**config.mk**
```make
export PLATFORM = sky130hd
export DESIGN_NAME = afe_gain_offset_regs
export DESIGN_NICKNAME = d
export VERILOG_FILES = /design/src/design/afe_pkg.sv /design/src/design/afe_pacer.sv /design/src/design/afe_gain_offset_regs.sv
export VERILOG_INCLUDE_DIRS = /design/src /design/src/design
export SDC_FILE = /design/constraint.sdc
export NUM_CORES = 1
export LEC_CHECK = 0
export ABC_AREA = 1
export BUFFER_PORTS_ARGS = -buffer_cell sky130_fd_sc_hd__buf_2
export CAP_MARGIN = 5
export CELL_PAD_IN_SITES_DETAIL_PLACEMENT = 1
export CELL_PAD_IN_SITES_GLOBAL_PLACEMENT = 1
export CORE_ASPECT_RATIO = 0.8
export CORE_MARGIN = 8
export CORE_UTILIZATION = 40
export DETAILED_ROUTE_END_ITERATION = 12
export GPL_TIMING_DRIVEN = 1
export PLACE_DENSITY_LB_ADDON = 0.1
export SLEW_MARGIN = 10
export SYNTH_ARGS = -nofsm -noshare
export SYNTH_HDL_FRONTEND = slang
export SYNTH_SLANG_ARGS = --single-unit
```
**constraint.sdc**
```tcl
create_clock -name REF_CLK -period 9.28 [get_ports REF_CLK]
set_input_delay 0.464 -clock REF_CLK [delete_from_list [all_inputs] [get_ports REF_CLK]]
set_output_delay 0.464 -clock REF_CLK [all_outputs]
set_load 0.03 [all_outputs]
```
**src/design/afe_params.svh**
```systemverilog
`ifndef AFE_PARAMS_SVH
`define AFE_PARAMS_SVH
// register indices; byte address is index times four
`define IDX_ROUTING 8'h2f
`define IDX_OSC_OVR 8'h40
`define IDX_OSC_PER 8'h41
`define IDX_CGAIN_OVR 8'h42
`define IDX_FGAIN_OVR 8'h43
`define IDX_GAIN_PER 8'h44
`define IDX_COFS_OVR 8'h45
`define IDX_OFS_PER 8'h47
// field positions
`define FORCE_BIT 15
`define ROUTE_BIT 0
`define GAIN_MSB 5
`define CODE_MSB 7
`define MULT_LSB 6
// reset values
`define REG_RESET 16'h0000
`define CODE_RESET 8'h00
// timing: one period unit is 2 us
`define UNIT_NS 2000
`define CLK_NS 10
`define UNIT_CYCLES (`UNIT_NS / `CLK_NS)
`endif

```
**src/design/afe_pkg.sv**
```systemverilog
`default_nettype none
package afe_pkg;
  typedef logic [15:0] reg16_t;
  typedef logic [7:0] code8_t;
  typedef logic [5:0] code6_t;
endpackage
`default_nettype wire

```
**src/design/afe_pacer.sv**
```systemverilog
`include "afe_params.svh"
`default_nettype none
// periodic update tick: one pulse every period times unit cycles
module afe_pacer
  import afe_pkg::*;
(
  input wire logic clk,
  input wire logic rst,
  input wire logic [15:0] period,
  output logic tick
);
  localparam int UW = 8;
  localparam logic [UW-1:0] UNIT_LAST = UW'(`UNIT_CYCLES - 1);
  logic [UW-1:0] unit_q;
  logic [15:0] count_q;
  logic [UW-1:0] unit_d;
  logic [15:0] count_d;
  logic unit_end;
  logic period_end;
  logic tick_d;
  assign unit_end = (unit_q == UNIT_LAST);
  assign period_end = unit_end && (count_q >= period - 16'h0001);
  // zero period: counters held at zero, no tick
  assign unit_d = (period == 16'h0000 || unit_end) ? '0 : unit_q + 1'b1;
  assign count_d = (period == 16'h0000 || period_end) ? 16'h0000 :
                   (unit_end ? count_q + 16'h0001 : count_q);
  assign tick_d = (period != 16'h0000) && period_end;
  always_ff @(posedge clk or posedge rst)
  begin
    if (rst)
    begin
      unit_q <= '0;
      count_q <= 16'h0000;
      tick <= 1'b0;
    end
    else
    begin
      unit_q <= unit_d;
      count_q <= count_d;
      tick <= tick_d;
    end
  end
endmodule
`default_nettype wire

```
**src/design/afe_gain_offset_regs.sv**
```systemverilog
// How it works
// - routing bit 0 set sends inputs 0-3 to fine, 4-7 to coarse; else swapped
// - osc force bit 15 applies code 7:0 and halts automatic drive updates
// - drive code: bits 7:6 power-of-two multiplier, bits 5:0 sixty-fourths over three
// - automatic drive code updates once per period of value times 200 cycles
// - zero drive period stops automatic drive updates
// - coarse gain force bit 15 applies code 5:0, halts coarse auto gain
// - fine gain force bit 15 applies code 5:0, halts fine auto gain
// - one shared gain period paces coarse and fine gain updates
// - zero gain period stops both gain controllers
// - coarse offset force bit 15 applies code 7:0, halts coarse auto offset
// - coarse offset code is signed two's complement, 250 uV per step
// - offset period paces coarse offset updates only; zero stops them
`include "afe_params.svh"
`default_nettype none
module afe_gain_offset_regs
  import afe_pkg::*;
(
  input wire logic REF_CLK,
  input wire logic RST,
  input wire logic PSEL,
  input wire logic PENABLE,
  input wire logic PWRITE,
  input wire logic [11:0] PADDR,
  input wire logic [31:0] PWDATA,
  output logic [31:0] PRDATA,
  output logic PREADY,
  output logic PSLVERR,
  input wire logic [7:0] AUTO_OSC_CODE,
  input wire logic [5:0] AUTO_COARSE_GAIN,
  input wire logic [5:0] AUTO_FINE_GAIN,
  input wire logic [7:0] AUTO_COARSE_OFFSET,
  output logic FINE_RX_GROUP_SELECT,
  output logic [7:0] OSC_DRIVE_CODE,
  output logic [1:0] OSC_DRIVE_MULT,
  output logic [5:0] OSC_DRIVE_FRAC,
  output logic [5:0] COARSE_GAIN_CODE,
  output logic [5:0] FINE_GAIN_CODE,
  output logic [7:0] COARSE_OFFSET_CODE,
  output logic [7:0] RX_TO_FINE
);
  // ----------------------------------------------------------------
  // register storage
  // ----------------------------------------------------------------
  logic route_q;
  logic osc_en_q;
  code8_t osc_code_q;
  reg16_t osc_per_q;
  logic cg_en_q;
  code6_t cg_code_q;
  logic fg_en_q;
  code6_t fg_code_q;
  reg16_t gain_per_q;
  logic co_en_q;
  code8_t co_code_q;
  reg16_t ofs_per_q;
  // auto inputs come from another domain, two-flop sync
  code8_t osc_s1_q, osc_s2_q, co_s1_q, co_s2_q;
  code6_t cg_s1_q, cg_s2_q, fg_s1_q, fg_s2_q;

  // ----------------------------------------------------------------
  // apb decode
  // ----------------------------------------------------------------
  logic [9:0] word;
  logic acc;
  logic wr;
  logic hit;
  logic sel_route, sel_osc, sel_osc_per, sel_cg, sel_fg, sel_gper, sel_co, sel_oper;
  assign word = PADDR[11:2];
  assign acc = PSEL && PENABLE;
  assign wr = acc && PWRITE && (PADDR[1:0] == 2'b00);
  assign sel_route = (word == 10'(`IDX_ROUTING));
  assign sel_osc = (word == 10'(`IDX_OSC_OVR));
  assign sel_osc_per = (word == 10'(`IDX_OSC_PER));
  assign sel_cg = (word == 10'(`IDX_CGAIN_OVR));
  assign sel_fg = (word == 10'(`IDX_FGAIN_OVR));
  assign sel_gper = (word == 10'(`IDX_GAIN_PER));
  assign sel_co = (word == 10'(`IDX_COFS_OVR));
  assign sel_oper = (word == 10'(`IDX_OFS_PER));
  assign hit = (PADDR[1:0] == 2'b00) && (sel_route || sel_osc || sel_osc_per || sel_cg ||
               sel_fg || sel_gper || sel_co || sel_oper);

  // read mux; reserved bits return zero
  // reserved read zero
  logic [15:0] rd_val;
  assign rd_val = sel_route ? {15'h0000, route_q} :
                  sel_osc ? {osc_en_q, 7'h00, osc_code_q} :
                  sel_osc_per ? osc_per_q :
                  sel_cg ? {cg_en_q, 9'h000, cg_code_q} :
                  sel_fg ? {fg_en_q, 9'h000, fg_code_q} :
                  sel_gper ? gain_per_q :
                  sel_co ? {co_en_q, 7'h00, co_code_q} :
                  sel_oper ? ofs_per_q : 16'h0000;

  // ----------------------------------------------------------------
  // register writes
  // ----------------------------------------------------------------
  // one short block per register; only the named field bits are stored
  // reserved writes dropped
  always_ff @(posedge REF_CLK or posedge RST)
  begin
    if (RST)
    begin
      route_q <= 1'b0;
    end
    else if (wr && sel_route)
    begin
      route_q <= PWDATA[`ROUTE_BIT];
    end
  end

  always_ff @(posedge REF_CLK or posedge RST)
  begin
    if (RST)
    begin
      osc_en_q <= 1'b0;
      osc_code_q <= `CODE_RESET;
    end
    else if (wr && sel_osc)
    begin
      osc_en_q <= PWDATA[`FORCE_BIT];
      osc_code_q <= PWDATA[`CODE_MSB:0];
    end
  end

  always_ff @(posedge REF_CLK or posedge RST)
  begin
    if (RST)
    begin
      osc_per_q <= `REG_RESET;
    end
    else if (wr && sel_osc_per)
    begin
      osc_per_q <= PWDATA[`FORCE_BIT:0];
    end
  end

  always_ff @(posedge REF_CLK or posedge RST)
  begin
    if (RST)
    begin
      cg_en_q <= 1'b0;
      cg_code_q <= 6'h00;
    end
    else if (wr && sel_cg)
    begin
      cg_en_q <= PWDATA[`FORCE_BIT];
      cg_code_q <= PWDATA[`GAIN_MSB:0];
    end
  end

  always_ff @(posedge REF_CLK or posedge RST)
  begin
    if (RST)
    begin
      fg_en_q <= 1'b0;
      fg_code_q <= 6'h00;
    end
    else if (wr && sel_fg)
    begin
      fg_en_q <= PWDATA[`FORCE_BIT];
      fg_code_q <= PWDATA[`GAIN_MSB:0];
    end
  end

  always_ff @(posedge REF_CLK or posedge RST)
  begin
    if (RST)
    begin
      gain_per_q <= `REG_RESET;
    end
    else if (wr && sel_gper)
    begin
      gain_per_q <= PWDATA[`FORCE_BIT:0];
    end
  end

  always_ff @(posedge REF_CLK or posedge RST)
  begin
    if (RST)
    begin
      co_en_q <= 1'b0;
      co_code_q <= `CODE_RESET;
    end
    else if (wr && sel_co)
    begin
      co_en_q <= PWDATA[`FORCE_BIT];
      co_code_q <= PWDATA[`CODE_MSB:0];
    end
  end

  always_ff @(posedge REF_CLK or posedge RST)
  begin
    if (RST)
    begin
      ofs_per_q <= `REG_RESET;
    end
    else if (wr && sel_oper)
    begin
      ofs_per_q <= PWDATA[`FORCE_BIT:0];
    end
  end

  // zero wait state slave; unmapped or misaligned gets pslverr
  always_ff @(posedge REF_CLK or posedge RST)
  begin
    if (RST)
    begin
      PRDATA <= 32'h0000_0000;
      PREADY <= 1'b0;
      PSLVERR <= 1'b0;
    end
    else
    begin
      PREADY <= PSEL && !PENABLE;
      PSLVERR <= PSEL && !PENABLE && !hit;
      PRDATA <= (PSEL && !PENABLE && !PWRITE) ? {16'h0000, rd_val} : 32'h0000_0000;
    end
  end

  // ----------------------------------------------------------------
  // update pacing
  // ----------------------------------------------------------------
  logic osc_tick, gain_tick, ofs_tick;
  afe_pacer u_osc_pacer (.clk(REF_CLK), .rst(RST), .period(osc_per_q), .tick(osc_tick));
  afe_pacer u_gain_pacer (.clk(REF_CLK), .rst(RST), .period(gain_per_q), .tick(gain_tick));
  afe_pacer u_ofs_pacer (.clk(REF_CLK), .rst(RST), .period(ofs_per_q), .tick(ofs_tick));

  always_ff @(posedge REF_CLK or posedge RST)
  begin
    if (RST)
    begin
      {osc_s1_q, osc_s2_q, co_s1_q, co_s2_q} <= 32'h0000_0000;
      {cg_s1_q, cg_s2_q, fg_s1_q, fg_s2_q} <= 24'h00_0000;
    end
    else
    begin
      osc_s1_q <= AUTO_OSC_CODE;
      osc_s2_q <= osc_s1_q;
      co_s1_q <= AUTO_COARSE_OFFSET;
      co_s2_q <= co_s1_q;
      cg_s1_q <= AUTO_COARSE_GAIN;
      cg_s2_q <= cg_s1_q;
      fg_s1_q <= AUTO_FINE_GAIN;
      fg_s2_q <= fg_s1_q;
    end
  end

  // ----------------------------------------------------------------
  // dac code selection
  // ----------------------------------------------------------------
  // force wins; zero period means no tick; resume on tick
  code8_t osc_d;
  assign osc_d = osc_en_q ? osc_code_q : (osc_tick ? osc_s2_q : OSC_DRIVE_CODE);
  // coarse gain force; no tick at zero period
  code6_t cg_d;
  assign cg_d = cg_en_q ? cg_code_q : (gain_tick ? cg_s2_q : COARSE_GAIN_CODE);
  code6_t fg_d;
  assign fg_d = fg_en_q ? fg_code_q : (gain_tick ? fg_s2_q : FINE_GAIN_CODE);
  // coarse offset force; code passed as signed byte, unchanged
  code8_t co_d;
  assign co_d = co_en_q ? co_code_q : (ofs_tick ? co_s2_q : COARSE_OFFSET_CODE);
  logic [7:0] route_d;
  assign route_d = route_q ? 8'h0f : 8'hf0;

  always_ff @(posedge REF_CLK or posedge RST)
  begin
    if (RST)
    begin
      FINE_RX_GROUP_SELECT <= 1'b0;
      RX_TO_FINE <= 8'hf0;
      OSC_DRIVE_CODE <= `CODE_RESET;
      OSC_DRIVE_MULT <= 2'b00;
      OSC_DRIVE_FRAC <= 6'h00;
      COARSE_GAIN_CODE <= 6'h00;
      FINE_GAIN_CODE <= 6'h00;
      COARSE_OFFSET_CODE <= `CODE_RESET;
    end
    else
    begin
      FINE_RX_GROUP_SELECT <= route_q;
      RX_TO_FINE <= route_d;
      OSC_DRIVE_CODE <= osc_d;
      OSC_DRIVE_MULT <= osc_d[`CODE_MSB:`MULT_LSB];
      OSC_DRIVE_FRAC <= osc_d[`GAIN_MSB:0];
      COARSE_GAIN_CODE <= cg_d;
      FINE_GAIN_CODE <= fg_d;
      COARSE_OFFSET_CODE <= co_d;
    end
  end
endmodule
`default_nettype wire

```
==> results of run 1 <==
## cells in the final DEF, fill, tap and decap left out, types with 11 or more instances in the layout
cell	n
sky130_fd_sc_hd__conb_1	16
sky130_fd_sc_hd__dfrtp_1	259
sky130_fd_sc_hd__nand3_1	61
sky130_fd_sc_hd__o21ai_0	108
sky130_fd_sc_hd__o22ai_1	21
sky130_fd_sc_hd__nor2_1	174
sky130_fd_sc_hd__nand4_1	42
sky130_fd_sc_hd__buf_2	123
sky130_fd_sc_hd__clkbuf_8	11
sky130_fd_sc_hd__nor3_1	51
sky130_fd_sc_hd__a21oi_1	73
sky130_fd_sc_hd__nand2_1	332
sky130_fd_sc_hd__dlygate4sd3_1	28
sky130_fd_sc_hd__inv_1	178
sky130_fd_sc_hd__xor2_1	53
sky130_fd_sc_hd__ha_1	60
sky130_fd_sc_hd__clkbuf_16	28
sky130_fd_sc_hd__xnor2_1	11
## sequential cells by signal, indices dropped and copies added, names as in the netlist, 16 cells and up
| register | flops |
|---|---|
| u_gain_pacer.count_q | 16 |
| PRDATA | 16 |
| osc_per_q | 16 |
| gain_per_q | 16 |
| ofs_per_q | 16 |
| u_osc_pacer.count_q | 16 |
| u_ofs_pacer.count_q | 16 |
## power by group through the flow
stage	Sequential [mW]	Combinational [mW]	Clock [mW]
2_1_floorplan	1.19	0.0581	0
3_3_place_gp	1.18	0.0998	0
3_5_place_dp	1.18	0.102	0
4_1_cts	1.16	0.111	1.16
5_1_grt	1.16	0.121	1.20
6_report	1.16	0.109	1.13
## cells by family (layout without fill, tap and decap cells)
kind of cell             count (synthesis)  in the layout
XOR/XNOR                                64             64
buffers and inverters                  249            391
other                                    1             16
AO/OA/AOI/OAI                          237            237
AND/OR/NAND/NOR                        710            710
flip-flops                             260            260
adder cells (fa/ha/maj)                 60             60
## cell type report
| cell class | instances | area share |
|---|---|---|
| tap | 427 | 0.03471 |
| clock inverter | 8 | 0.004877 |
| clock buffer | 42 | 0.05609 |
| multi-input combinational | 1087 | 0.3750 |
| sequential | 260 | 0.4228 |
| inverter | 188 | 0.04658 |
| timing repair buffer | 153 | 0.05999 |
## metal layers
layer,vias to the layer above,global-route usage,share of wire
met5,-,0,0.00071
met4,4,0.03916,0.018
met3,48,0.03508,0.043
met2,156,0.3007,0.44
met1,5358,0.2822,0.49
li1,5389,-,-
## stage by stage
step	hold WS [ns]	total power [mW]	util	cell area [um2]	setup slack, ns
floorplan	0.3312	1.244	-	13360	1.663
global placement	0.3313	1.278	0.4344	14170	5.830
detailed placement	0.3356	1.281	0.4344	14170	5.694
CTS	0.05777	2.430	0.4717	15390	5.667
global route	0.06808	2.479	0.4717	15390	5.382
finish	0.07515	2.394	0.4717	15390	5.703
## how the worst max path moves through the flow
stage / from / to / slack (ns) / depth (start not counted)
2_1_floorplan: RST / COARSE_GAIN_CODE[0] / 1.66 / 1
3_3_place_gp: ofs_per_q[0] / u_ofs_pacer.count_q[1] / 5.83 / 17
3_5_place_dp: ofs_per_q[0] / u_ofs_pacer.count_q[1] / 5.69 / 17
4_1_cts: ofs_per_q[0] / u_ofs_pacer.count_q[1] / 5.67 / 17
5_1_grt: ofs_per_q[0] / u_ofs_pacer.count_q[1] / 5.38 / 17
6_report: ofs_per_q[0] / u_ofs_pacer.count_q[1] / 5.70 / 17
## repair_timing
action                                 CTS  global route
endpoints found under the hold margin   28             0
setup buffers                            0             0
hold buffers                            28             0
gates resized for setup                  0             0
==> impl_results.html, run 1 <==
<table>
<tr><th>Metric</th><th>Value</th></tr>
<tr><th colspan="2">Run status</th></tr>
<tr><td>Result of the run</td><td>finished clean</td></tr>
<tr><th colspan="2">Pwr</th></tr>
<tr><td>Sw power</td><td>between 0.5 and 0.6 mW</td></tr>
<tr><td>Worst VDD drop</td><td>between 0.0001 and 0.00015 V</td></tr>
<tr><td>Register share of total power</td><td>0.484</td></tr>
<tr><td>Cell Pwr Density</td><td>~160 nW/um2</td></tr>
<tr><td>Internal power</td><td>about 1.8 mW</td></tr>
<tr><td>Share of total power in the clock network</td><td>0.471</td></tr>
<tr><td>Switching Fraction</td><td>0.2376</td></tr>
<tr><td>Static Leakage</td><td>a little over 8 nW</td></tr>
<tr><td>Relative contribution of combinational cells to total power</td><td>0.045</td></tr>
<tr><th colspan="2">Synthesis</th></tr>
<tr><td>Cell area after synthesis</td><td>13,310 um2</td></tr>
<tr><td>Post-synthesis async set-or-reset flop share</td><td>1.000</td></tr>
<tr><td>Top-count cell post-synth</td><td>sky130_fd_sc_hd__nand2_1</td></tr>
<tr><td>Synth unique cells</td><td>a little under 50</td></tr>
<tr><td>Mux cell area share after synthesis</td><td>0</td></tr>
<tr><td>Share of Yosys cell area claimed by the top area cell type</td><td>0.4871</td></tr>
<tr><td>Xor-xnor portion of the synthesized cell area</td><td>0.04213</td></tr>
<tr><td>Share of synthesized cell area in full adder, half adder and majority cells</td><td>0.05642</td></tr>
<tr><td>Area share of and/or/nand/nor cells after synthesis</td><td>0.2337</td></tr>
<tr><td>Number of synthesized flops with an enable pin</td><td>0</td></tr>
<tr><td>Part of the Yosys area used for sequential elements</td><td>0.4890</td></tr>
<tr><td>Largest family of logic cells by synthesized area</td><td>simple AND/OR/NAND/NOR gates</td></tr>
<tr><td>Instance count of the mapped netlist</td><td>around 1,600</td></tr>
<tr><td>Yosys top cell by area</td><td>sky130_fd_sc_hd__dfrtp_1</td></tr>
<tr><td>Post-synth top flop</td><td>sky130_fd_sc_hd__dfrtp_1</td></tr>
<tr><td>Yosys warning total</td><td>0</td></tr>
<tr><td>Compound-gate portion of the synthesized area</td><td>0.09704</td></tr>
<tr><td>Avg Synthesized Cell Area</td><td>approximately 8.4 um2</td></tr>
<tr><td>Ranking of synthesized cells by area</td><td>sky130_fd_sc_hd__dfrtp_1, sky130_fd_sc_hd__nand2_1, sky130_fd_sc_hd__ha_1, sky130_fd_sc_hd__inv_1, sky130_fd_sc_hd__nor2_1</td></tr>
<tr><td>Flops &amp; latches, synth</td><td>260</td></tr>
<tr><td>Ranking of synthesized cells by instance count</td><td>sky130_fd_sc_hd__nand2_1, sky130_fd_sc_hd__dfrtp_1, sky130_fd_sc_hd__inv_1</td></tr>
<tr><th colspan="2">Global routing</th></tr>
<tr><td>Global-route wire length before repair</td><td>between 60 and 70 mm</td></tr>
<tr><td>Initial antenna violation count</td><td>2</td></tr>
<tr><td>All-Layer GR Usage</td><td>0.1944</td></tr>
<tr><td>Largest net degree at the start of global routing</td><td>about 140</td></tr>
<tr><td>Via count of the first global-routing pass</td><td>around 11,000</td></tr>
<tr><td>Leftover overflow at the end of global routing</td><td>0</td></tr>
<tr><th colspan="2">Die</th></tr>
<tr><td>Initial core utilization</td><td>0.4078</td></tr>
<tr><td>Total core area</td><td>approximately 33,000 um2</td></tr>
<tr><td>Chip height</td><td>around 180 um</td></tr>
<tr><td>Die area</td><td>slightly below 40,000 um2</td></tr>
<tr><td>Overall die width</td><td>around 220 um</td></tr>
<tr><td>IO Pins</td><td>roughly 160</td></tr>
<tr><td>Num rows</td><td>just under 60</td></tr>
<tr><th colspan="2">Routing</th></tr>
<tr><td>Average wire length per cell after detail routing</td><td>17.53 um</td></tr>
<tr><td>WL final</td><td>around 38 mm</td></tr>
<tr><td>Number of DRC markers in iteration 0</td><td>slightly above 700</td></tr>
<tr><td>Number of nets still failing antenna checks after routing</td><td>0</td></tr>
<tr><td>Detailed-routing iteration count for the pre-antenna-repair pass</td><td>5</td></tr>
<tr><td>Detailed-route via count</td><td>between 10,000 and 15,000</td></tr>
<tr><td># DRC</td><td>0</td></tr>
<tr><td>Average via count per standard cell</td><td>roughly 5.1</td></tr>
<tr><th colspan="2">Timing</th></tr>
<tr><td>Final worst clock skew</td><td>between 0.015 and 0.02 ns</td></tr>
<tr><td>Post-layout min period</td><td>roughly 3.6 ns</td></tr>
<tr><td>Worst relative slew slack</td><td>0.3313</td></tr>
<tr><td>Final Hold Fails</td><td>0</td></tr>
<tr><td>Highest clock frequency the design can meet</td><td>about 0.28 GHz</td></tr>
<tr><td>Final period utilization</td><td>0.3855</td></tr>
<tr><td>Number of failing setup endpoints in the final timing report</td><td>0</td></tr>
<tr><td>Slew at the pin closest to its max-slew limit</td><td>1.003 ns</td></tr>
<tr><td>Max-slew violation count</td><td>0</td></tr>
<tr><td>Post-route setup TNS</td><td>0 ns</td></tr>
<tr><td>Setup repair after global routing missed its margin</td><td>no</td></tr>
<tr><th colspan="2">Clock tree</th></tr>
<tr><td>Clock Sinks</td><td>260</td></tr>
<tr><td>Later-pin clock latency in the skew report</td><td>~0.58 ns</td></tr>
<tr><td>CTS clock-pin slew for the worst setup and hold paths</td><td>roughly 0.060 ns</td></tr>
<tr><td>Total clock buffers created by CTS</td><td>28</td></tr>
<tr><td>Number of buffers on the longest clock path</td><td>3</td></tr>
<tr><td>TritonCTS clock tree</td><td>yes</td></tr>
<tr><td>H-tree level count</td><td>1</td></tr>
<tr><td>Master cell of the clock root buffer</td><td>sky130_fd_sc_hd__clkbuf_16</td></tr>
<tr><th colspan="2">Cells and area</th></tr>
<tr><td>Area added between synthesis and finish</td><td>15.67%</td></tr>
<tr><td>Footprint of the multi-input gates</td><td>between 5000 and 6000 um2</td></tr>
<tr><td>Number of nets in the layout</td><td>roughly 1,900</td></tr>
<tr><td>Sequential cell area</td><td>roughly 6500 um2</td></tr>
<tr><td>Fill cell count</td><td>just under 4,000</td></tr>
<tr><td>Post-route insts no fill</td><td>2,165</td></tr>
<tr><td>Antenna diode count</td><td>0</td></tr>
<tr><td>Fraction of final layout cells sized beyond drive strength 1</td><td>0.1220</td></tr>
<tr><th colspan="2">Setup path</th></tr>
<tr><td>Flop-to-flop setup slack</td><td>5.70 ns</td></tr>
<tr><td>Logic depth of the worst register-to-register path</td><td>17</td></tr>
<tr><td>Endpoint type of the worst setup path</td><td>flip-flop</td></tr>
<tr><td>Crit path cell chain</td><td>inv_1 &gt; ha_1 &gt; nand3_1 &gt; nor2_1 &gt; nand3_1 &gt; nor4_1 &gt; nand2_1 &gt; xor2_1 &gt; inv_1 &gt; ha_1 &gt; nand2_1 &gt; nor3_1 &gt; nand3_1 &gt; nand3_1 &gt; nand2_1 &gt; nand2_1 &gt; o21ai_0</td></tr>
<tr><td>Category of the critical setup timing path</td><td>reg -&gt; reg</td></tr>
<tr><td>Req. time, crit path</td><td>approximately 9.7 ns</td></tr>
<tr><td>Data arrival time of the critical path</td><td>between 4 and 5 ns</td></tr>
<tr><td>CP bufs+invs</td><td>2</td></tr>
<tr><td>Kind of start point of the critical path</td><td>flip-flop</td></tr>
<tr><td>RR Startpoint</td><td>ofs_per_q[0]</td></tr>
<tr><td>Worst Path Max Fanout</td><td>14</td></tr>
<tr><td>Crit-path slowest cell</td><td>sky130_fd_sc_hd__dfrtp_1</td></tr>
<tr><td>Delay of the slowest cell on the worst path</td><td>~0.44 ns</td></tr>
<tr><td>RR Endpoint</td><td>u_ofs_pacer.count_q[1]</td></tr>
<tr><td>Cell type group with the largest total delay on the critical path</td><td>simple AND/OR/NAND/NOR gates</td></tr>
<tr><th colspan="2">Placement</th></tr>
<tr><td># port buffers</td><td>approximately 120</td></tr>
<tr><td>Placed cells</td><td>about 2,100</td></tr>
<tr><td>RD Place Congestion</td><td>0.8227</td></tr>
<tr><td>HPWL Detailed</td><td>approximately 28 mm</td></tr>
<tr><th colspan="2">Job</th></tr>
<tr><td>Max-capacitance violation count</td><td>0</td></tr>
<tr><th colspan="2">Min path</th></tr>
<tr><td>Tightest Hold Check Type</td><td>in -&gt; async</td></tr>
</table>
No activity file was read; power rests on OpenSTA's default activity.
==> inputs of run 2 (changes only) <==
- clock period: 9.28 -> 3.2 ns (I/O delays scaled with it)
==> impl_results.html, run 2 (synthesis results as in run 1) <==
<table>
<tr><th>Metric</th><th>Value</th></tr>
<tr><th colspan="2">Clock tree</th></tr>
<tr><td>H-tree level count</td><td>1</td></tr>
<tr><td>CTS clock-pin slew for the worst setup and hold paths</td><td>approximately 0.060 ns</td></tr>
<tr><td>Master cell of the clock root buffer</td><td>sky130_fd_sc_hd__clkbuf_16</td></tr>
<tr><td>TritonCTS clock tree</td><td>yes</td></tr>
<tr><td>Clock Sinks</td><td>260</td></tr>
<tr><td>Total clock buffers created by CTS</td><td>29</td></tr>
<tr><td>Number of buffers on the longest clock path</td><td>3</td></tr>
<tr><td>Later-pin clock latency in the skew report</td><td>0.58 ns</td></tr>
<tr><th colspan="2">Die</th></tr>
<tr><td>Initial core utilization</td><td>0.4078</td></tr>
<tr><td>Chip height</td><td>roughly 180 um</td></tr>
<tr><td>Overall die width</td><td>~220 um</td></tr>
<tr><td>Num rows</td><td>59</td></tr>
<tr><td>IO Pins</td><td>~160</td></tr>
<tr><td>Die area</td><td>slightly below 40,000 um2</td></tr>
<tr><td>Total core area</td><td>roughly 33,000 um2</td></tr>
<tr><th colspan="2">Timing</th></tr>
<tr><td>Highest clock frequency the design can meet</td><td>0.3430 GHz</td></tr>
<tr><td>Post-route setup TNS</td><td>0 ns</td></tr>
<tr><td>Post-layout min period</td><td>just under 3 ns</td></tr>
<tr><td>WHS</td><td>slightly below 0.03 ns</td></tr>
<tr><td>Worst relative slew slack</td><td>0.4127</td></tr>
<tr><td>Final period utilization</td><td>0.9110</td></tr>
<tr><td>Slew at the pin closest to its max-slew limit</td><td>between 0.8 and 0.9 ns</td></tr>
<tr><td>Post-route worst setup slack</td><td>~0.28 ns</td></tr>
<tr><td>Final Hold Fails</td><td>0</td></tr>
<tr><td>Setup repair after global routing missed its margin</td><td>no</td></tr>
<tr><td>Final worst clock skew</td><td>between 0.015 and 0.02 ns</td></tr>
<tr><td>Max-slew violation count</td><td>0</td></tr>
<tr><td>Number of failing setup endpoints in the final timing report</td><td>0</td></tr>
<tr><th colspan="2">Setup path</th></tr>
<tr><td>Logic depth of the worst register-to-register path</td><td>18</td></tr>
<tr><td>Category of the critical setup timing path</td><td>reg -&gt; reg</td></tr>
<tr><td>Crit-path slowest cell</td><td>sky130_fd_sc_hd__dfrtp_1</td></tr>
<tr><td>Endpoint type of the worst setup path</td><td>flip-flop</td></tr>
<tr><td>Data arrival time of the critical path</td><td>between 3 and 4 ns</td></tr>
<tr><td>Crit path cell chain</td><td>inv_1 &gt; ha_2 &gt; nand3_1 &gt; nor2_2 &gt; nand3_2 &gt; nor4_2 &gt; nand2_1 &gt; xor2_1 &gt; inv_1 &gt; ha_1 &gt; nand2_2 &gt; o21ai_0 &gt; a21oi_1 &gt; nand3_1 &gt; nand2_1 &gt; nand2_1 &gt; buf_4 &gt; o21ai_0</td></tr>
<tr><td>Req. time, crit path</td><td>approximately 3.7 ns</td></tr>
<tr><td>Worst Path Max Fanout</td><td>6</td></tr>
<tr><td>Most repeated library cell on the critical path</td><td>sky130_fd_sc_hd__nand2_1</td></tr>
<tr><td>Flop-to-flop setup slack</td><td>0.28 ns</td></tr>
<tr><td>Kind of start point of the critical path</td><td>flip-flop</td></tr>
<tr><td>Worst setup path start</td><td>ofs_per_q[1]</td></tr>
<tr><td>RR Startpoint</td><td>ofs_per_q[1]</td></tr>
<tr><td>RR Endpoint</td><td>u_ofs_pacer.count_q[1]</td></tr>
<tr><td>Critical Path Sink</td><td>u_ofs_pacer.count_q[1]</td></tr>
<tr><td>Delay of the slowest cell on the worst path</td><td>approximately 0.4 ns</td></tr>
<tr><th colspan="2">Pwr</th></tr>
<tr><td>Cell Pwr Density</td><td>~450 nW/um2</td></tr>
<tr><td>Static Leakage</td><td>~8.3 nW</td></tr>
<tr><td>Post-layout power</td><td>between 7 and 8 mW</td></tr>
<tr><td>Worst VDD drop</td><td>roughly 0.00042 V</td></tr>
<tr><th colspan="2">Routing</th></tr>
<tr><td>Average wire length per cell after detail routing</td><td>between 15 and 20 um</td></tr>
<tr><td>Detailed-route via count</td><td>~11,000</td></tr>
<tr><td>Detailed-routing iteration count for the pre-antenna-repair pass</td><td>4</td></tr>
<tr><td>WL final</td><td>38.98 mm</td></tr>
<tr><td># DRC</td><td>0</td></tr>
<tr><td>Number of nets still failing antenna checks after routing</td><td>0</td></tr>
<tr><td>Average via count per standard cell</td><td>between 5 and 6</td></tr>
<tr><td>Number of DRC markers in iteration 0</td><td>about 620</td></tr>
<tr><th colspan="2">Placement</th></tr>
<tr><td>Minimum setup slack after placement</td><td>0.1284 ns</td></tr>
<tr><td>Placed cells</td><td>~2,100</td></tr>
<tr><td>DP Area</td><td>between 10,000 and 15,000 um2</td></tr>
<tr><td># port buffers</td><td>roughly 120</td></tr>
<tr><td>HPWL Detailed</td><td>28.70 mm</td></tr>
<tr><td>RD Place Congestion</td><td>0.8084</td></tr>
<tr><th colspan="2">Cells and area</th></tr>
<tr><td>Number of nets in the layout</td><td>approximately 1,900</td></tr>
<tr><td>Finished layout cell area</td><td>between 15,000 and 20,000 um2</td></tr>
<tr><td>Utilization after layout</td><td>0.4858</td></tr>
<tr><td>Antenna diode count</td><td>0</td></tr>
<tr><td>Area added between synthesis and finish</td><td>19.13%</td></tr>
<tr><td>Most used cells in the layout excluding fill and tap cells</td><td>sky130_fd_sc_hd__nand2_1, sky130_fd_sc_hd__dfrtp_1, sky130_fd_sc_hd__inv_1</td></tr>
<tr><td>Most common library cell in the layout ignoring fill and taps</td><td>sky130_fd_sc_hd__nand2_1</td></tr>
<tr><td>Post-route insts no fill</td><td>approximately 2,200</td></tr>
<tr><td>Fraction of final layout cells sized beyond drive strength 1</td><td>0.1444</td></tr>
<tr><th colspan="2">Global routing</th></tr>
<tr><td>All-Layer GR Usage</td><td>0.2013</td></tr>
<tr><td>Largest net degree at the start of global routing</td><td>87</td></tr>
<tr><td>Leftover overflow at the end of global routing</td><td>0</td></tr>
<tr><td>Global-route wire length before repair</td><td>about 64 mm</td></tr>
<tr><td>Via count of the first global-routing pass</td><td>~12,000</td></tr>
<tr><td>Initial antenna violation count</td><td>2</td></tr>
<tr><th colspan="2">Min path</th></tr>
<tr><td>Tightest Hold Check Type</td><td>in -&gt; reg</td></tr>
<tr><td>Hold path depth</td><td>4</td></tr>
<tr><th colspan="2">Job</th></tr>
<tr><td>Max-capacitance violation count</td><td>0</td></tr>
<tr><th colspan="2">Run status</th></tr>
<tr><td>Result of the run</td><td>finished clean</td></tr>
</table>
## run 2: changes by cell type in the layout (fill, tap and decap cells not counted), moves of 3 or more
cell,delta
sky130_fd_sc_hd__clkbuf_1,+3
sky130_fd_sc_hd__clkinv_2,+3
sky130_fd_sc_hd__nor3_1,-5
sky130_fd_sc_hd__buf_4,+22
sky130_fd_sc_hd__nor2_1,-8
sky130_fd_sc_hd__nor2_2,+8
sky130_fd_sc_hd__dlygate4sd3_1,+14
sky130_fd_sc_hd__clkbuf_8,-3
sky130_fd_sc_hd__nor3_2,+5
## run 2: layer usage
metal / routed length [um] / track usage / up-vias
li1: - / - / 5460
met1: 18660 / 0.2805 / 5559
met2: 17860 / 0.3218 / 179
met3: 1695 / 0.04081 / 54
met4: 744 / 0.04192 / 4
met5: 27 / 0 / -
## run 2: what timing repair did
| item | CTS | global route |
|---|---|---|
| endpoints found under the setup margin | 0 | 51 |
| hold endpoints to repair | 90 | 0 |
| hold buffers | 42 | 0 |
| resized for setup | 0 | 21 |
| setup buffers | 0 | 0 |
## run 2: final cells by class
type | instances | area (um2)
clock buffers | 43 | 858.3
fillers | 3920 | 16780
repair buffers | 191 | 1269
flip-flops and latches | 260 | 6507
multi-input cells | 1087 | 5847
inverters | 188 | 713.2
well taps | 427 | 534.3
clock inverters | 11 | 122.6
## run 2: report_power, final
group | leakage, nW | switching, mW | internal [mW] | total (mW)
registers | 3.50 | 0.0228 | 3.34 | 3.36
clock network | 0.488 | 1.42 | 2.02 | 3.44
logic | 4.28 | 0.235 | 0.108 | 0.343
## run 2: worst min path at each step
stage | startpoint | end
6_report | PADDR[8] | PRDATA[0]
5_1_grt | PADDR[8] | PRDATA[0]
4_1_cts | PADDR[8] | PRDATA[0]
3_5_place_dp | AUTO_OSC_CODE[6] | osc_s1_q[6]
3_3_place_gp | AUTO_FINE_GAIN[1] | fg_s1_q[1]
2_1_floorplan | AUTO_COARSE_GAIN[0] | cg_s1_q[0]
## run 2: critical path: cells and delay by family (launching register included)
kind,cells,cell delay (ns)
buf+inv,3,0.32
flops,1,0.39
fa+ha+maj,2,0.48
xor+xnor,1,0.14
compound gates,3,0.44
simple gates,9,1.07
